==> config.mk <==
export PLATFORM = sky130hd
export DESIGN_NAME = adc_channel_setup_regs
export DESIGN_NICKNAME = d
export VERILOG_FILES = /design/src/logic/adc_channel_setup_regs.v /design/src/logic/cfg_reg.v
export VERILOG_INCLUDE_DIRS = /design/src /design/src/logic
export SDC_FILE = /design/constraint.sdc
export NUM_CORES = 1
export LEC_CHECK = 0
export BUFFER_PORTS_ARGS = -buffer_cell sky130_fd_sc_hd__buf_2
export CORE_MARGIN = 1.5
export CORE_UTILIZATION = 55
export DETAILED_ROUTE_END_ITERATION = 10
export GPL_ROUTABILITY_DRIVEN = 0
export GPL_TIMING_DRIVEN = 1
export PLACE_DENSITY = 0.82
export SETUP_SLACK_MARGIN = 0.4
export SLEW_MARGIN = 20
export SYNTH_ARGS = -nofsm -noshare
export SYNTH_HDL_FRONTEND = slang
export SYNTH_SLANG_ARGS = --single-unit
export TNS_END_PERCENT = 100
==> constraint.sdc <==
create_clock -name clk -period 4.5 [get_ports clk]
set_input_delay 0.9 -clock clk [delete_from_list [all_inputs] [get_ports clk]]
set_output_delay 0.9 -clock clk [all_outputs]
set_load 0.03 [all_outputs]
==> src/logic/adc_setup_defines.vh <==
// register indices, field positions, reset values and codes of the setup bank
`ifndef ADC_SETUP_DEFINES_VH
`define ADC_SETUP_DEFINES_VH

`define IDX_CH1          6'h11
`define IDX_CH2          6'h12
`define IDX_CH3          6'h13
`define IDX_SETUP0       6'h20
`define IDX_STATUS       6'h30
`define IDX_W            6

`define CH_RESET         16'h0001
`define CH_WMASK         16'hB3FF
`define SETUP_RESET      16'h1320
`define SETUP_WMASK      16'h1F30

`define CH_EN_BIT        15
`define CH_SU_HI         13
`define CH_SU_LO         12
`define CH_POS_HI        9
`define CH_POS_LO        5
`define CH_NEG_HI        4
`define CH_NEG_LO        0

`define SU_CODING_BIT    12
`define SU_RBUF_P_BIT    11
`define SU_RBUF_N_BIT    10
`define SU_ABUF_P_BIT    9
`define SU_ABUF_N_BIT    8
`define SU_REF_HI        5
`define SU_REF_LO        4

`define SRC_PIN_MAX      5'h04
`define SRC_INT_MIN      5'h11
`define SRC_INT_MAX      5'h16
`define REF_UNUSED       2'h1
`define SETUP_ZERO       2'h0

`endif

==> src/logic/adc_channel_setup_regs.v <==
// wishbone register bank for channel 1..3 and setup 0 configuration
`timescale 1ns/1ns
`include "adc_setup_defines.vh"


module adc_channel_setup_regs #(
	parameter ADDR_W = 8
) (
	input  wire              clk,
	input  wire              rstn,
	input  wire              ce,
	input  wire              wb_cyc_i,
	input  wire              wb_stb_i,
	input  wire              wb_we_i,
	input  wire [ADDR_W-1:0] wb_adr_i,
	input  wire [3:0]        wb_sel_i,
	input  wire [31:0]       wb_dat_i,
	output reg  [31:0]       wb_dat_o,
	output reg               wb_ack_o,
	input  wire              conv_req,
	input  wire [1:0]        conv_channel,
	output reg               conv_valid_ff,
	output reg               conv_enabled_ff,
	output reg  [1:0]        conv_setup_ff,
	output reg  [4:0]        conv_pos_sel_ff,
	output reg  [4:0]        conv_neg_sel_ff,
	output reg               conv_bipolar_ff,
	output reg               conv_rbuf_pos_ff,
	output reg               conv_rbuf_neg_ff,
	output reg               conv_abuf_pos_ff,
	output reg               conv_abuf_neg_ff,
	output reg  [1:0]        conv_ref_sel_ff,
	output reg               conv_bad_ff,
	output reg  [2:0]        channel_enables_ff
);

	localparam NUM_CH = 3;

	// bus decode

	wire                     bus_req;
	wire                     bus_write;
	wire [`IDX_W-1:0]        reg_index;
	wire [1:0]               lane_en;
	wire [15:0]              wdata;
	wire                     adr_in_bank;

	// address bits above the index must be zero, or the bank would repeat in the map
	generate
		if (ADDR_W > `IDX_W + 2) begin : g_adr_hi
			assign adr_in_bank = ~|wb_adr_i[ADDR_W-1:`IDX_W+2];
		end else begin : g_adr_fit
			assign adr_in_bank = 1'b1;
		end
	endgenerate

	assign bus_req   = wb_cyc_i & wb_stb_i;
	assign reg_index = wb_adr_i[`IDX_W+1:2];
	assign lane_en   = wb_sel_i[1:0];
	assign wdata     = wb_dat_i[15:0];

	// write lands on the edge where the master sees ack
	assign bus_write = bus_req & wb_we_i & wb_ack_o & ce;

	// storage

	wire [16*NUM_CH-1:0]     ch_q;
	wire [15:0]              setup_q;
	wire [NUM_CH-1:0]        ch_bad;
	wire [NUM_CH-1:0]        ch_en;
	wire [2*NUM_CH-1:0]      ch_su;
	wire [5*NUM_CH-1:0]      ch_pos;
	wire [5*NUM_CH-1:0]      ch_neg;

	// codes outside the pin and internal ranges are passed on but flagged bad
	function src_ok;
		input [4:0] code;
		begin
			src_ok = (code <= `SRC_PIN_MAX) ||
				((code >= `SRC_INT_MIN) && (code <= `SRC_INT_MAX));
		end
	endfunction

	genvar gi;
	generate
		for (gi = 0; gi < NUM_CH; gi = gi + 1) begin : g_ch
			wire        sel_me;
			wire [15:0] q;

			assign sel_me = adr_in_bank & (reg_index == (`IDX_CH1 + gi));

			cfg_reg #(
				.RESET_VAL (`CH_RESET),
				.WMASK     (`CH_WMASK)
			) u_ch (
				.clk   (clk),
				.rstn  (rstn),
				.ce    (ce),
				.wr    (bus_write & sel_me),
				.be    (lane_en),
				.wdata (wdata),
				.q     (q)
			);

			assign ch_q[16*gi +: 16] = q;

			assign ch_en[gi]       = q[`CH_EN_BIT];
			assign ch_su[2*gi +: 2] = q[`CH_SU_HI:`CH_SU_LO];

			assign ch_pos[5*gi +: 5] = q[`CH_POS_HI:`CH_POS_LO];

			assign ch_neg[5*gi +: 5] = q[`CH_NEG_HI:`CH_NEG_LO];

			assign ch_bad[gi] = ~src_ok(q[`CH_POS_HI:`CH_POS_LO]) |
				~src_ok(q[`CH_NEG_HI:`CH_NEG_LO]);
		end
	endgenerate

	wire sel_setup0;

	assign sel_setup0 = adr_in_bank & (reg_index == `IDX_SETUP0);

	cfg_reg #(
		.RESET_VAL (`SETUP_RESET),
		.WMASK     (`SETUP_WMASK)
	) u_setup0 (
		.clk   (clk),
		.rstn  (rstn),
		.ce    (ce),
		.wr    (bus_write & sel_setup0),
		.be    (lane_en),
		.wdata (wdata),
		.q     (setup_q)
	);

	// setup fields

	wire       su_bipolar;
	wire       su_rbuf_pos;
	wire       su_rbuf_neg;
	wire       su_abuf_pos;
	wire       su_abuf_neg;
	wire [1:0] su_ref_sel;
	wire       su_ref_bad;

	assign su_bipolar  = setup_q[`SU_CODING_BIT];

	assign su_rbuf_pos = setup_q[`SU_RBUF_P_BIT];

	assign su_rbuf_neg = setup_q[`SU_RBUF_N_BIT];

	assign su_abuf_pos = setup_q[`SU_ABUF_P_BIT];

	assign su_abuf_neg = setup_q[`SU_ABUF_N_BIT];

	assign su_ref_sel  = setup_q[`SU_REF_HI:`SU_REF_LO];

	assign su_ref_bad  = (su_ref_sel == `REF_UNUSED);

	// status: live view of settings that name no real source

	reg  [15:0] status_ff;
	wire [15:0] nxt_status;

	assign nxt_status = {12'h000, su_ref_bad, ch_bad};

	always @(posedge clk or negedge rstn) begin
		if (!rstn) begin
			status_ff <= 16'h0000;
		end else if (ce) begin
			status_ff <= nxt_status;
		end
	end

	// read mux

	reg [15:0] rd_val;

	always @* begin
		if (!adr_in_bank) begin
			rd_val = 16'h0000;
		end else if (reg_index == `IDX_CH1) begin
			rd_val = ch_q[15:0];
		end else if (reg_index == `IDX_CH2) begin
			rd_val = ch_q[31:16];
		end else if (reg_index == `IDX_CH3) begin
			rd_val = ch_q[47:32];
		end else if (reg_index == `IDX_SETUP0) begin
			rd_val = setup_q;
		end else if (reg_index == `IDX_STATUS) begin
			rd_val = status_ff;
		end else begin
			// unmapped reads answer zero, writes vanish
			rd_val = 16'h0000;
		end
	end

	// classic handshake: ack one cycle after the request, then drop

	wire        nxt_ack;
	wire [31:0] nxt_dat;

	// with ce low the ack freezes too, so a master must stall along with the bank
	assign nxt_ack = bus_req & ~wb_ack_o;
	assign nxt_dat = nxt_ack ? {16'h0000, rd_val} : wb_dat_o;

	always @(posedge clk or negedge rstn) begin
		if (!rstn) begin
			wb_ack_o <= 1'b0;
			wb_dat_o <= 32'h00000000;
		end else if (ce) begin
			wb_ack_o <= nxt_ack;
			wb_dat_o <= nxt_dat;
		end
	end

	// conversion side: pick the channel and its setup

	reg        pick_en;
	reg  [1:0] pick_su;
	reg  [4:0] pick_pos;
	reg  [4:0] pick_neg;
	reg        pick_bad;
	reg        pick_valid;

	always @* begin
		pick_en    = 1'b0;
		pick_su    = `SETUP_ZERO;
		pick_pos   = 5'h00;
		pick_neg   = 5'h00;
		pick_bad   = 1'b0;
		pick_valid = 1'b1;
		case (conv_channel)
			2'h1: begin
				pick_en  = ch_en[0];
				pick_su  = ch_su[1:0];
				pick_pos = ch_pos[4:0];
				pick_neg = ch_neg[4:0];
				pick_bad = ch_bad[0];
			end
			2'h2: begin
				pick_en  = ch_en[1];
				pick_su  = ch_su[3:2];
				pick_pos = ch_pos[9:5];
				pick_neg = ch_neg[9:5];
				pick_bad = ch_bad[1];
			end
			2'h3: begin
				pick_en  = ch_en[2];
				pick_su  = ch_su[5:4];
				pick_pos = ch_pos[14:10];
				pick_neg = ch_neg[14:10];
				pick_bad = ch_bad[2];
			end
			default: begin
				// channel zero lives outside this bank
				pick_valid = 1'b0;
			end
		endcase
	end

	wire su_missing;

	// only setup zero is held here; other selections fall back to it
	assign su_missing = (pick_su != `SETUP_ZERO);

	wire pick_fault;

	// any setting the converter cannot honour marks the request
	assign pick_fault = ~pick_valid | pick_bad | su_ref_bad | su_missing;

	always @(posedge clk or negedge rstn) begin
		if (!rstn) begin
			conv_valid_ff    <= 1'b0;
			conv_enabled_ff  <= 1'b0;
			conv_setup_ff    <= 2'h0;
			conv_pos_sel_ff  <= 5'h00;
			conv_neg_sel_ff  <= 5'h00;
			conv_bipolar_ff  <= 1'b0;
			conv_rbuf_pos_ff <= 1'b0;
			conv_rbuf_neg_ff <= 1'b0;
			conv_abuf_pos_ff <= 1'b0;
			conv_abuf_neg_ff <= 1'b0;
			conv_ref_sel_ff  <= 2'h0;
			conv_bad_ff      <= 1'b0;
		end else if (ce) begin
			conv_valid_ff <= conv_req;
			if (conv_req) begin
				conv_enabled_ff <= pick_en & pick_valid;
				conv_setup_ff   <= pick_su;
				conv_pos_sel_ff <= pick_pos;
				conv_neg_sel_ff <= pick_neg;
				conv_bipolar_ff  <= su_bipolar;
				conv_rbuf_pos_ff <= su_rbuf_pos;
				conv_rbuf_neg_ff <= su_rbuf_neg;
				conv_abuf_pos_ff <= su_abuf_pos;
				conv_abuf_neg_ff <= su_abuf_neg;
				conv_ref_sel_ff  <= su_ref_sel;
				conv_bad_ff      <= pick_fault;
			end
		end
	end

	// enable bits mirrored for the sequencer

	always @(posedge clk or negedge rstn) begin
		if (!rstn) begin
			channel_enables_ff <= 3'h0;
		end else if (ce) begin
			channel_enables_ff <= ch_en;
		end
	end

endmodule // adc_channel_setup_regs

==> src/logic/cfg_reg.v <==
// one 16-bit configuration register with byte lanes and a write mask
`timescale 1ns/1ns

module cfg_reg #(
	parameter [15:0] RESET_VAL = 16'h0000,
	parameter [15:0] WMASK     = 16'hFFFF
) (
	input  wire        clk,
	input  wire        rstn,
	input  wire        ce,
	input  wire        wr,
	input  wire [1:0]  be,
	input  wire [15:0] wdata,
	output reg  [15:0] q
);

	wire [15:0] lane_mask;

	// read-only and reserved bits never take written data
	assign lane_mask = WMASK & {{8{be[1]}}, {8{be[0]}}};

	always @(posedge clk or negedge rstn) begin
		if (!rstn) begin
			q <= RESET_VAL;
		end else if (ce && wr) begin
			q <= (q & ~lane_mask) | (wdata & lane_mask);
		end
	end

endmodule // cfg_reg

# --- Word-level counts from Yosys, hierarchy flattened ---
# Index checks and enable logic that the tools add are counted.
# Widths: inputs -> output; s select.
classes:
  magnitude_cmp: 18
  eq_ne: 9
  n_mux: 11
  bitwise: 36
  reduce_logical: 20
ops:
  columns: ["op", "n"]
  rows:
  - ["$and 16x16->16", 5]
  - ["$mux 16", 4]
  - ["$or 16x16->16", 4]
  - ["$ge 5x5->1 const B", 6]
  - ["$le 5x3->1 const B", 6]
  - ["$le 5x5->1 const B", 6]
  - ["$pmux 5 s3", 2]
  - ["$eq 6x5->1 const B", 3]
  - ["$and 16x13->16", 1]
  - ["$not 13->16", 1]
  - ["$not 16->16", 1]
  - ["$eq 6x6->1 const B", 2]
  - ["$and 1x1->1", 10]
  - ["$logic_and 1x1->1", 10]
  - ["$not 1->1", 8]
  - ["$logic_or 1x1->1", 6]
  - ["$or 1x1->1", 6]
  - ["$pmux 1 s3", 2]
  - ["$pmux 2 s3", 1]
  - ["$eq 2x1->1 const B", 2]
  - ["$eq 2x2->1 const B", 2]
  - ["$mux 4", 1]
  - ["$reduce_and 2->1", 2]
  - ["$reduce_or 3->1", 1]
  - ["2 further kinds", 2]
word_totals:
  ff_bits: 110
  in_bits: 53
  output_inout_bits: 58
  elab_cells: 114

# --- Logic depth before layout (Yosys ltp) ---
# Gate-level depths: netlist of run 1.
depth:
  ltp_word: 9
  ltp_mapped: 6
  ltp_nobuf: 4

# --- Hierarchy ---
# Synthesis of run 1 repeated with hierarchy kept, for this count alone.
unflattened:
  cells_unflattened: 434
  hier_area_um2: 4669.5
by_module_without_submodules:
  columns: ["mod", "n_inst", "cells_each", "area_per_inst_um2", "seq_area_each_um2"]
  rows:
  - ["adc_channel_setup_regs", 1, 312, 2781.4, 1151.1]
  - ["cfg_reg (g_ch[0].u_ch ...)", 3, 32, 514.2, 326.6]
  - ["cfg_reg (u_setup0)", 1, 26, 345.3, 180.2]

# --- Worst setup path after synthesis of run 1 ---
# No wires, ideal clock.
synth_timing:
  kind: "input to register"
  startpoint: "input port wb_adr_i[3]"
  endpoint: "register (tool-made name)"
  setup_ps: 125
  t_arrival_ps: 2372
  t_required_ps: 4375
  slack_ps: 2003
  path_stages: 5
  path_buffers: 1
  cell_sequence: "clkbuf_1 > or4b_4 > or3_4 > nor2_1 > mux2_2"
synth_lines:
  columns: ["element", "line_no", "rtl"]
  rows:
  - ["start, declared", "adc_channel_setup_regs.v:15", "input wire [ADDR_W-1:0] wb_adr_i,"]

==> results of run 1 <==
[worst max-delay path, delay by kind of cell]
kind                   cells  cell delay (ps)
buffers and inverters      2              400
and+or+nand+nor            3             1130
muxes                      1              400
[area by class of cell]
| cell class | instances | area (µm²) |
|---|---|---|
| multi-input combinational | 281 | 2016 |
| timing repair buffer | 74 | 381.6 |
| inverter | 6 | 22.52 |
| sequential | 91 | 2286 |
| fill | 637 | 2814 |
| clock buffer | 12 | 145.1 |
| clock inverter | 3 | 15.01 |
| tap | 102 | 127.6 |
[metal layers]
layer  global-route usage [%]  up-vias  share of wire, %
met3                    4.715       32               9.0
met2                    41.06      208                46
met4                    11.11        0               3.0
met5                        0        -                 0
met1                    36.98     1691                42
li1                         -     1558                 -
[cells in the final DEF, fill, tap and decap left out, drive strengths merged, types with 6 or more instances in the layout]
master,synthesis,layout
o21ai,27,27
nor2b,7,7
dfrtp,84,84
clkbuf,17,12
nand4,6,6
or4b,8,8
nand2,35,35
nor2,24,24
dfstp,7,7
nor3,6,6
a21oi,17,17
buf,19,74
a22oi,13,13
mux2,71,71
conb,1,17
o211ai,6,6
[kinds of logic (layout without fill, tap and decap cells)]
group                  count (synthesis)  in the layout
AND/OR/NAND/NOR                      104            104
other                                  1             17
AO/OA/AOI/OAI                         89             89
buffers and inverters                 42             95
multiplexers                          71             71
flip-flops                            91             91
[per-stage QoR]
stage / hold slack, ps / std cells / total power [W]
after floorplan: 482.0 / 414 / 0.0009742
after global placement: 452.4 / 554 / 0.001023
after detailed placement: 458.0 / 554 / 0.001028
after CTS: 477.5 / 569 / 0.001502
after global routing: 488.5 / 569 / 0.001552
final: 468.2 / 569 / 0.001494
[power by group]
group / internal [W] / switching (W)
clock: 0.000211 / 0.000270
combinational: 0.0000411 / 0.000124
sequential: 0.000836 / 0.0000119
[worst paths after layout]
kind	startpoint	to	slack, ps	depth (start not counted)
worst max-delay path	wb_adr_i[7]	flop	1910	6
worst min-delay path	wb_dat_o[10]	wb_dat_o[10]	470	2
worst max register to register	flop	conv_bad_ff	2590	4
worst min register to register	wb_dat_o[10]	wb_dat_o[10]	470	2
max in group asynchronous	rstn	conv_valid_ff	3360	1
min in group asynchronous	rstn	channel_enables_ff[2]	610	1
==> summary.md, run 1 <==
| Metric | Value |
|---|---|
| Post-CTS Setup Repair Bufs | 0 |
| Final net count | 516 |
| CTS Buffer Depth | 2 |
| Post-synthesis adder-cell area fraction | 0% |
| # hold bufs at CTS | 0 |
| RSZ-0062 raised after global routing | false |
| Register bit total from synthesis | 91 |
| Syn Area/Cell | between 10 and 15 µm² |
| Async S/R FF share, synth | 100.0% |
| Netlist cell types | 44 |
| Total grt overflow | 0 |
| Most frequent cell after synthesis | dfrtp_1 |
| Critical path cell sequence | buf_2 > nor4b_2 > buf_4 > nand3_1 > nor2_1 > mux2_2 |
| Clk_lat worst skew | 360 ps |
| Final worst setup slack | 1909 ps |
| Initial antenna violation count | 0 |
| Simple-Gate Fraction of Synth Area | ~13% |
| Status | completed |
| Routed wire per std cell | roughly 19 µm |
| Final Hold Viols | 0 |
| Sequential cell area fraction in the yosys report | roughly half |
| Die Wd | 93.10 µm |
| Worst hold path class | flop to flop |
| Core area | 0.007807 mm² |
| Max Fanout on Critical Path | 13 |
| Die Ht | between 90 and 100 µm |
| Vias | ~3.5k |
| Synth-to-Final Area Change | 11.86% |
| Crit path required time | 4740 ps |
| Core Rows | 32 |
| H-tree depth | 3 |
| DP Area | around 0.0048 mm² |
| Pwr/cell area | roughly 300 mW/mm² |
| Vias in the first global route | 3324 |
| Setup_tns | 0 ps |
| Slew @ Worst Pin | a little over 800 ps |
| Via/cell ratio | slightly above 6 |
| Largest net degree at the start of global routing | 92 |
| Pre-Repair DR Iteration Count | 5 |
| First-pass GRT wire length | roughly 17000 µm |
| Number of clock sinks | 91 |
| Tot GR Track Use | a little over a quarter |
| TritonCTS clock tree | built |
| Post-synth top area share | 47.09% |
| Max Slew Vio Count | 0 |
| Tmin final | between 2000 and 3000 ps |
| Setup slack at placement | 1609 ps |
| Final clock skew | around 13 ps |
| Diodes inserted | 0 |
| FMAX | 385.9 MHz |
| CP Launch Type | primary input |
| Max-cap violation count | 0 |
| Largest area contributor in the netlist | dfrtp_1 |
| Post-CTS Resized | 0 |
| Worst slew margin | 44.82% |
| Final non-filler cell area | approximately 0.005 mm² |
| Largest family of logic cells by synthesized area | multiplexers |
| Initial Utilization | 57.18% |
| Ports | between 100 and 150 |
| Compound-Gate Fraction of Synth Area | between 10% and 20% |
| Period utilization | 57.58% |
| Detail Route Antenna Nets | 0 |
| Peak VDD IR | 0.0001811 V |
| Clock transition at the registers of the reported paths | 90 ps |
| Slowest CP cell | nor2_1 |
| Synth warn | 0 |
| Layout Utilization | between 60% and 70% |
| Kind of critical path | primary input to flop |
| DP HPWL | 7549 µm |
| EDFF count, synth | 0 |
| Root buf cell | clkbuf_8 |
| Synthesized area | 0.004464 mm² |
| Top cells by count, synth | dfrtp_1, mux2_2, nand2_1 |
| # DRC | 0 |
| Total wire length | 10710 µm |
| Iteration-0 DRC Markers | 414 |
| Critical path arrival | 2830 ps |
| Top post-synthesis cells by area | dfrtp_1, mux2_2, dfstp_2, buf_4, o21ai_0 |
| Input/output buffers | just over 70 |
| Multiplexer share of the synthesized area | approximately 18% |
| Share of cells above drive strength 1 | roughly two fifths |
| Critical Path Sink Type | flop |
| Cells after Synth | approximately 400 |
| Total Die Area | about 0.0087 mm² |
| XOR/XNOR share of the synthesized area | 0% |
| CTS Buf Count | 9 |
| Leakage | 2.425 nW |
| Final setup viols | 0 |
| Top_reg_cell synth | dfrtp_1 |
| Slowest stage delay, CP | 530 ps |
(Power assumes the default switching activity.)
==> inputs of run 2 (changes only) <==
--- a/config.mk
+++ b/config.mk
@@ -8,11 +8,11 @@
 export LEC_CHECK = 0
 export BUFFER_PORTS_ARGS = -buffer_cell sky130_fd_sc_hd__buf_2
 export CORE_MARGIN = 1.5
-export CORE_UTILIZATION = 55
+export CORE_UTILIZATION = 53
 export DETAILED_ROUTE_END_ITERATION = 10
 export GPL_ROUTABILITY_DRIVEN = 0
 export GPL_TIMING_DRIVEN = 1
-export PLACE_DENSITY = 0.82
+export PLACE_DENSITY = 0.79
 export SETUP_SLACK_MARGIN = 0.4
 export SLEW_MARGIN = 20
 export SYNTH_ARGS = -nofsm -noshare
==> constraint.sdc (replaced) <==
create_clock -name clk -period 2.56 [get_ports clk]
set_input_delay 0.512 -clock clk [delete_from_list [all_inputs] [get_ports clk]]
set_output_delay 0.512 -clock clk [all_outputs]
set_load 0.03 [all_outputs]
==> run 2 against run 1 <==
Compared with the run above:
- first-iteration DRC count is 2.7% lower
- sequential share of layout area fell by 1.7 points
- die area is 3.6% higher
- clock power grew 110%
- clock skew is 4.8 ps lower
- critical path depth rose by 1
- largest cell class unchanged
- largest power group unchanged
==> summary.md, run 2 (synthesized netlist as in run 1, its figures left out) <==
| Metric | Value |
|---|---|
| Status | completed |
| Clock transition at the registers of the reported paths | roughly 90 ps |
| First-pass GRT wire length | ~18000 µm |
| Number of clock sinks | 91 |
| Final clock skew | 8.529 ps |
| Post-CTS Setup Repair Bufs | 0 |
| Peak VDD IR | 0.0003133 V |
| Total Die Area | 0.008982 mm² |
| Tot GR Track Use | 26.81% |
| Post-CTS Resized | 0 |
| Total grt overflow | 0 |
| Worst reg2reg endpoint | conv_bad_ff |
| Crit path required time | 2810 ps |
| Final Hold Viols | 0 |
| Setup_tns | 0 ps |
| CP Launch Type | primary input |
| Metal3 WL | 795 µm |
| Initial Utilization | a little over half |
| DP HPWL | 8062 µm |
| Slowest CP cell | mux2_2 |
| Leakage | roughly 2.5 nW |
| FMAX | 530.4 MHz |
| Critical Path Sink Type | flop |
| Total wire length | approximately 11000 µm |
| WP buf/inv | 3 |
| Routed wire per std cell | 18.66 µm |
| Reg-to-reg setup timing slack | ~770 ps |
| Input/output buffers | 72 |
| # DRC | 0 |
| # hold bufs at CTS | 0 |
| Share of cells above drive strength 1 | 40.99% |
| Core area | between 0.008 and 0.009 mm² |
| Crit-path leading delay family | simple AND/OR/NAND/NOR gates |
| Detail Route Antenna Nets | 0 |
| Iteration-0 DRC Markers | 403 |
| Most common cell after layout, fill and taps aside | dfrtp_1 |
| Critical path cell sequence | buf_2 > nor4b_2 > buf_4 > nand3_1 > nor2_2 > buf_4 > mux2_2 |
| R2R cell count | 4 |
| Synth-to-Final Area Change | 16.06% |
| Ports | 111 |
| Clk_lat worst skew | ~360 ps |
| Kind of critical path | primary input to flop |
| Largest net degree at the start of global routing | 56 |
| Max Fanout on Critical Path | 13 |
| Commonest non-fill, non-tap cells in the layout | dfrtp_1, mux2_2, buf_2 |
| Vias | roughly 3.6k |
| Diodes inserted | 0 |
| Fillers | 668 |
| H-tree depth | 3 |
| Die Wd | 94.78 µm |
| Critical path arrival | 2130 ps |
| Slowest stage delay, CP | 360 ps |
| Max Slew Vio Count | 0 |
| Met2 wire len | just over 5000 µm |
| CTS Buffer Depth | 2 |
| Final net count | 531 |
| Core Rows | 33 |
| DR top layer | met4 |
| Final setup viols | 0 |
| Initial antenna violation count | 0 |
| Met1 WL | 4756 µm |
| Pwr/cell area | 543.7 mW/mm² |
| Via/cell ratio | 6.112 |
| Worst hold path class | primary input to async pin |
| Slew @ Worst Pin | around 760 ps |
| Worst slew margin | 49.17% |
| Pre-Repair DR Iteration Count | 5 |
| Max-cap violation count | 0 |
| Most used cell, CP | buf_4 |
| Tot Pwr | 0.002817 W |
| Root buf cell | clkbuf_8 |
| RSZ-0062 raised after global routing | false |
| Die Ht | 94.78 µm |
| Period utilization | ~74% |
| Tmin final | 1885 ps |
| TritonCTS clock tree | built |
| Vias in the first global route | 3425 |
| CTS Buf Count | 9 |
-- run 2: changes by cell type in the layout (fill, tap and decap cells not counted) --
cell,change
buf_4,+14
buf_12,+2
clkbuf_1,-2
clkbuf_8,+2
buf_6,-1
bufinv_16,+1
clkinv_2,-1
clkinvlp_4,+1
nand2_1,+1
nand2_2,-1
-- run 2: area by class of cell --
type	count	area, µm²	share of cell area, %
clock inverters	4	47.55	0.9177
inverters	6	22.52	0.4347
multi-input cells	281	2013	38.86
flip-flops and latches	91	2286	44.12
clock buffers	12	165.2	3.188
well taps	105	131.4	2.536
repair buffers	89	515.5	9.949
-- run 2: worst max path at each step --
stage          slack, ps   end         from  cells after the start
2_1_floorplan        450  flop  wb_adr_i[3]                      5
3_3_place_gp         350  flop  wb_adr_i[5]                      5
3_5_place_dp         310  flop  wb_adr_i[7]                      7
4_1_cts              700  flop  wb_adr_i[7]                      7
5_1_grt              550  flop  wb_adr_i[7]                      7
6_report             670  flop  wb_adr_i[7]                      7
-- run 2: where the power goes --
part,internal (W),switching (W),total [W]
clock network,0.000528,0.000494,0.00102
logic,0.0000826,0.000221,0.000304
registers,0.00147,0.0000213,0.00149
-- run 2: per-layer routing --
metal,GRT usage (%),up-vias
li1,-,1596
met1,37.30,1762
met2,41.07,199
met3,4.267,37
met4,12.56,0
met5,0,-
-- run 2: per-stage QoR --
step	hold WS (ps)	utilization, %	cell area (µm²)	cells	setup slack (ps)
3_3_place_gp	456.3	60.77	4969	572	351.3
4_1_cts	100.9	63.38	5181	588	696.7
2_1_floorplan	216.4	-	4524	414	450.9
5_1_grt	120.3	63.38	5181	588	551.5
3_5_place_dp	460.1	60.77	4969	572	312.8
6_report	92.79	63.38	5181	588	674.8
==> inputs of run 3 (changes only) <==
--- a/config.mk
+++ b/config.mk
@@ -8,11 +8,11 @@
 export LEC_CHECK = 0
 export BUFFER_PORTS_ARGS = -buffer_cell sky130_fd_sc_hd__buf_2
 export CORE_MARGIN = 1.5
-export CORE_UTILIZATION = 53
+export CORE_UTILIZATION = 48
 export DETAILED_ROUTE_END_ITERATION = 10
 export GPL_ROUTABILITY_DRIVEN = 0
 export GPL_TIMING_DRIVEN = 1
-export PLACE_DENSITY = 0.79
+export PLACE_DENSITY = 0.76
 export SETUP_SLACK_MARGIN = 0.4
 export SLEW_MARGIN = 20
 export SYNTH_ARGS = -nofsm -noshare
==> constraint.sdc (replaced) <==
create_clock -name clk -period 1.6 [get_ports clk]
set_input_delay 0.32 -clock clk [delete_from_list [all_inputs] [get_ports clk]]
set_output_delay 0.32 -clock clk [all_outputs]
set_load 0.03 [all_outputs]
==> run 3 against run 2 <==
Compared with the run above:
- the run now ends with setup timing left
- sequential power grew 61%
- worst hold slack gained 89 ps
- global-route usage grew 1.5 points
- via count grew 14%
- largest power group unchanged
==> summary.md, run 3 (synthesized netlist as in run 1, its figures left out) <==
| Metric | Value |
|---|---|
| Total Die Area | 0.009888 mm² |
| Number of clock sinks | 91 |
| Final Hold Viols | 0 |
| CP Launch Type | primary input |
| Tmin final | around 1600 ps |
| Final setup viols | 6 |
| Final net count | 616 |
| DP HPWL | 9066 µm |
| Failing checks | setup timing |
| Max Fanout on Critical Path | 5 |
| Internal power | 0.003589 W |
| FMAX | 609.0 MHz |
| Peak VDD IR | 0.0003458 V |
| Largest net degree at the start of global routing | 33 |
| Input/output buffers | just over 70 |
| Via/cell ratio | roughly 6.0 |
| Fillers | ~540 |
| Kind of critical path | primary input to flop |
| Initial antenna violation count | 0 |
| Max Slew Vio Count | 0 |
| Period utilization | 102.6% |
| Pwr/cell area | 737.0 mW/mm² |
| Status | finished with violations |
| Multi-input gate area | between 0.002 and 0.0025 mm² |
| Total grt overflow | 0 |
| Commonest non-fill, non-tap cells in the layout | buf_4, dfrtp_1, buf_6 |
| Total wire length | 14290 µm |
| Critical path arrival | between 1500 and 2000 ps |
| Final non-filler cell area | approximately 0.0067 mm² |
| Clk_lat worst skew | 370 ps |
| # DRC | 0 |
| Clock transition at the registers of the reported paths | 100 ps |
| Vias | 4086 |
| Core Rows | 35 |
| Synth-to-Final Area Change | 49.36% |
| Share of cells above drive strength 1 | approximately three fifths |
| Diodes inserted | 0 |
| DP Area | about 0.0054 mm² |
| Setup_tns | -194.3 ps |
| Sequential power share | 48.8% |
| H-tree depth | 3 |
| TritonCTS clock tree | built |
| CTS Buf Count | 9 |
| Critical Path Sink Type | flop |
| Pre-Repair DR Iteration Count | 5 |
| Final clock skew | around 10 ps |
| Crit path required time | 1860 ps |
| FF+latch area | 0.002293 mm² |
| Worst hold margin | ~180 ps |
| Final worst setup slack | -42.15 ps |
| Combinational Power Share | 14.0% |
| Switching part of the total | between 20% and 30% |
| Die Ht | about 100 µm |
| Tot GR Track Use | about 28% |
| Iteration-0 DRC Markers | 351 |
| RSZ-0062 raised after global routing | true |
| Vias in the first global route | roughly 4k |
| Root buf cell | clkbuf_8 |
| Most common cell after layout, fill and taps aside | buf_4 |
| Core area | 0.009109 mm² |
| Switching pwr | about 0.0013 W |
| Ports | 111 |
| Worst hold path class | primary input to flop |
| Die Wd | ~99 µm |
| Leakage | 3.121 nW |
| Detail Route Antenna Nets | 0 |
| Max-cap violation count | 0 |
| Routed wire per std cell | between 20 and 25 µm |
| First-pass GRT wire length | 21520 µm |
| Clock power frac | 37.2% |
| Initial Utilization | about 49% |
| CTS Buffer Depth | 2 |
| Layout Utilization | 73.20% |
[run 3: power by group through the flow]
stage | Combinational, W | Clock, W | Sequential, W
after floorplan | 0.000256 | 0 | 0.00251
after global placement | 0.000531 | 0 | 0.00243
after detailed placement | 0.000540 | 0 | 0.00243
after CTS | 0.000639 | 0.00181 | 0.00239
after global routing | 0.000726 | 0.00193 | 0.00240
final | 0.000688 | 0.00183 | 0.00240
[run 3: final cells by class]
| type | count | share of cell area, % |
|---|---|---|
| well taps | 111 | 2.083 |
| flip-flops and latches | 91 | 34.40 |
| multi-input cells | 281 | 36.69 |
| inverters | 6 | 0.3378 |
| repair buffers | 174 | 22.95 |
| clock inverters | 5 | 1.276 |
| clock buffers | 11 | 2.271 |
[run 3: stage by stage]
| step | setup slack [ps] | total power [W] | std cells |
|---|---|---|---|
| after floorplan | -300.4 | 0.002769 | 414 |
| after global placement | -346.3 | 0.002959 | 618 |
| after CTS | 0.4747 | 0.004842 | 659 |
| after detailed placement | -407.6 | 0.002970 | 618 |
| after global routing | -62.40 | 0.005062 | 679 |
| final | -42.15 | 0.004914 | 679 |
[run 3: per-layer routing]
| layer | wire [µm] | global-route usage [%] | vias to the layer above |
|---|---|---|---|
| li1 | - | - | 1765 |
| met5 | 0 | 0 | - |
| met3 | 1101 | 4.849 | 47 |
| met4 | 412 | 13.87 | 0 |
| met1 | 5688 | 36.98 | 2032 |
| met2 | 7087 | 46.00 | 242 |
[run 3: repair_timing]
action / CTS / global route
setup endpoints to repair: 114 / 118
setup buffers: 24 / 20
pin swaps: 21 / 21
endpoints found under the hold margin: 22 / 0
gates resized for setup: 126 / 51
hold buffers: 1 / 0
[run 3: worst paths after layout]
check | endpoint | depth (start not counted) | startpoint | slack [ps]
setup / recovery | flop | 5 | wb_adr_i[5] | -40
hold / removal | flop | 2 | wb_dat_i[11] | 180
setup reg to reg | conv_bad_ff | 5 | flop | -10
hold reg to reg | wb_dat_o[11] | 2 | wb_dat_o[11] | 500
max in group asynchronous | async pin | 3 | rstn | 580
min in group asynchronous | wb_dat_o[10] | 2 | rstn | 430
[run 3: critical path, stage by stage]
cell	delay [ps]
buf_8	100
or4b_4	550
or3_4	370
nor2_4	230
mux2_4	330
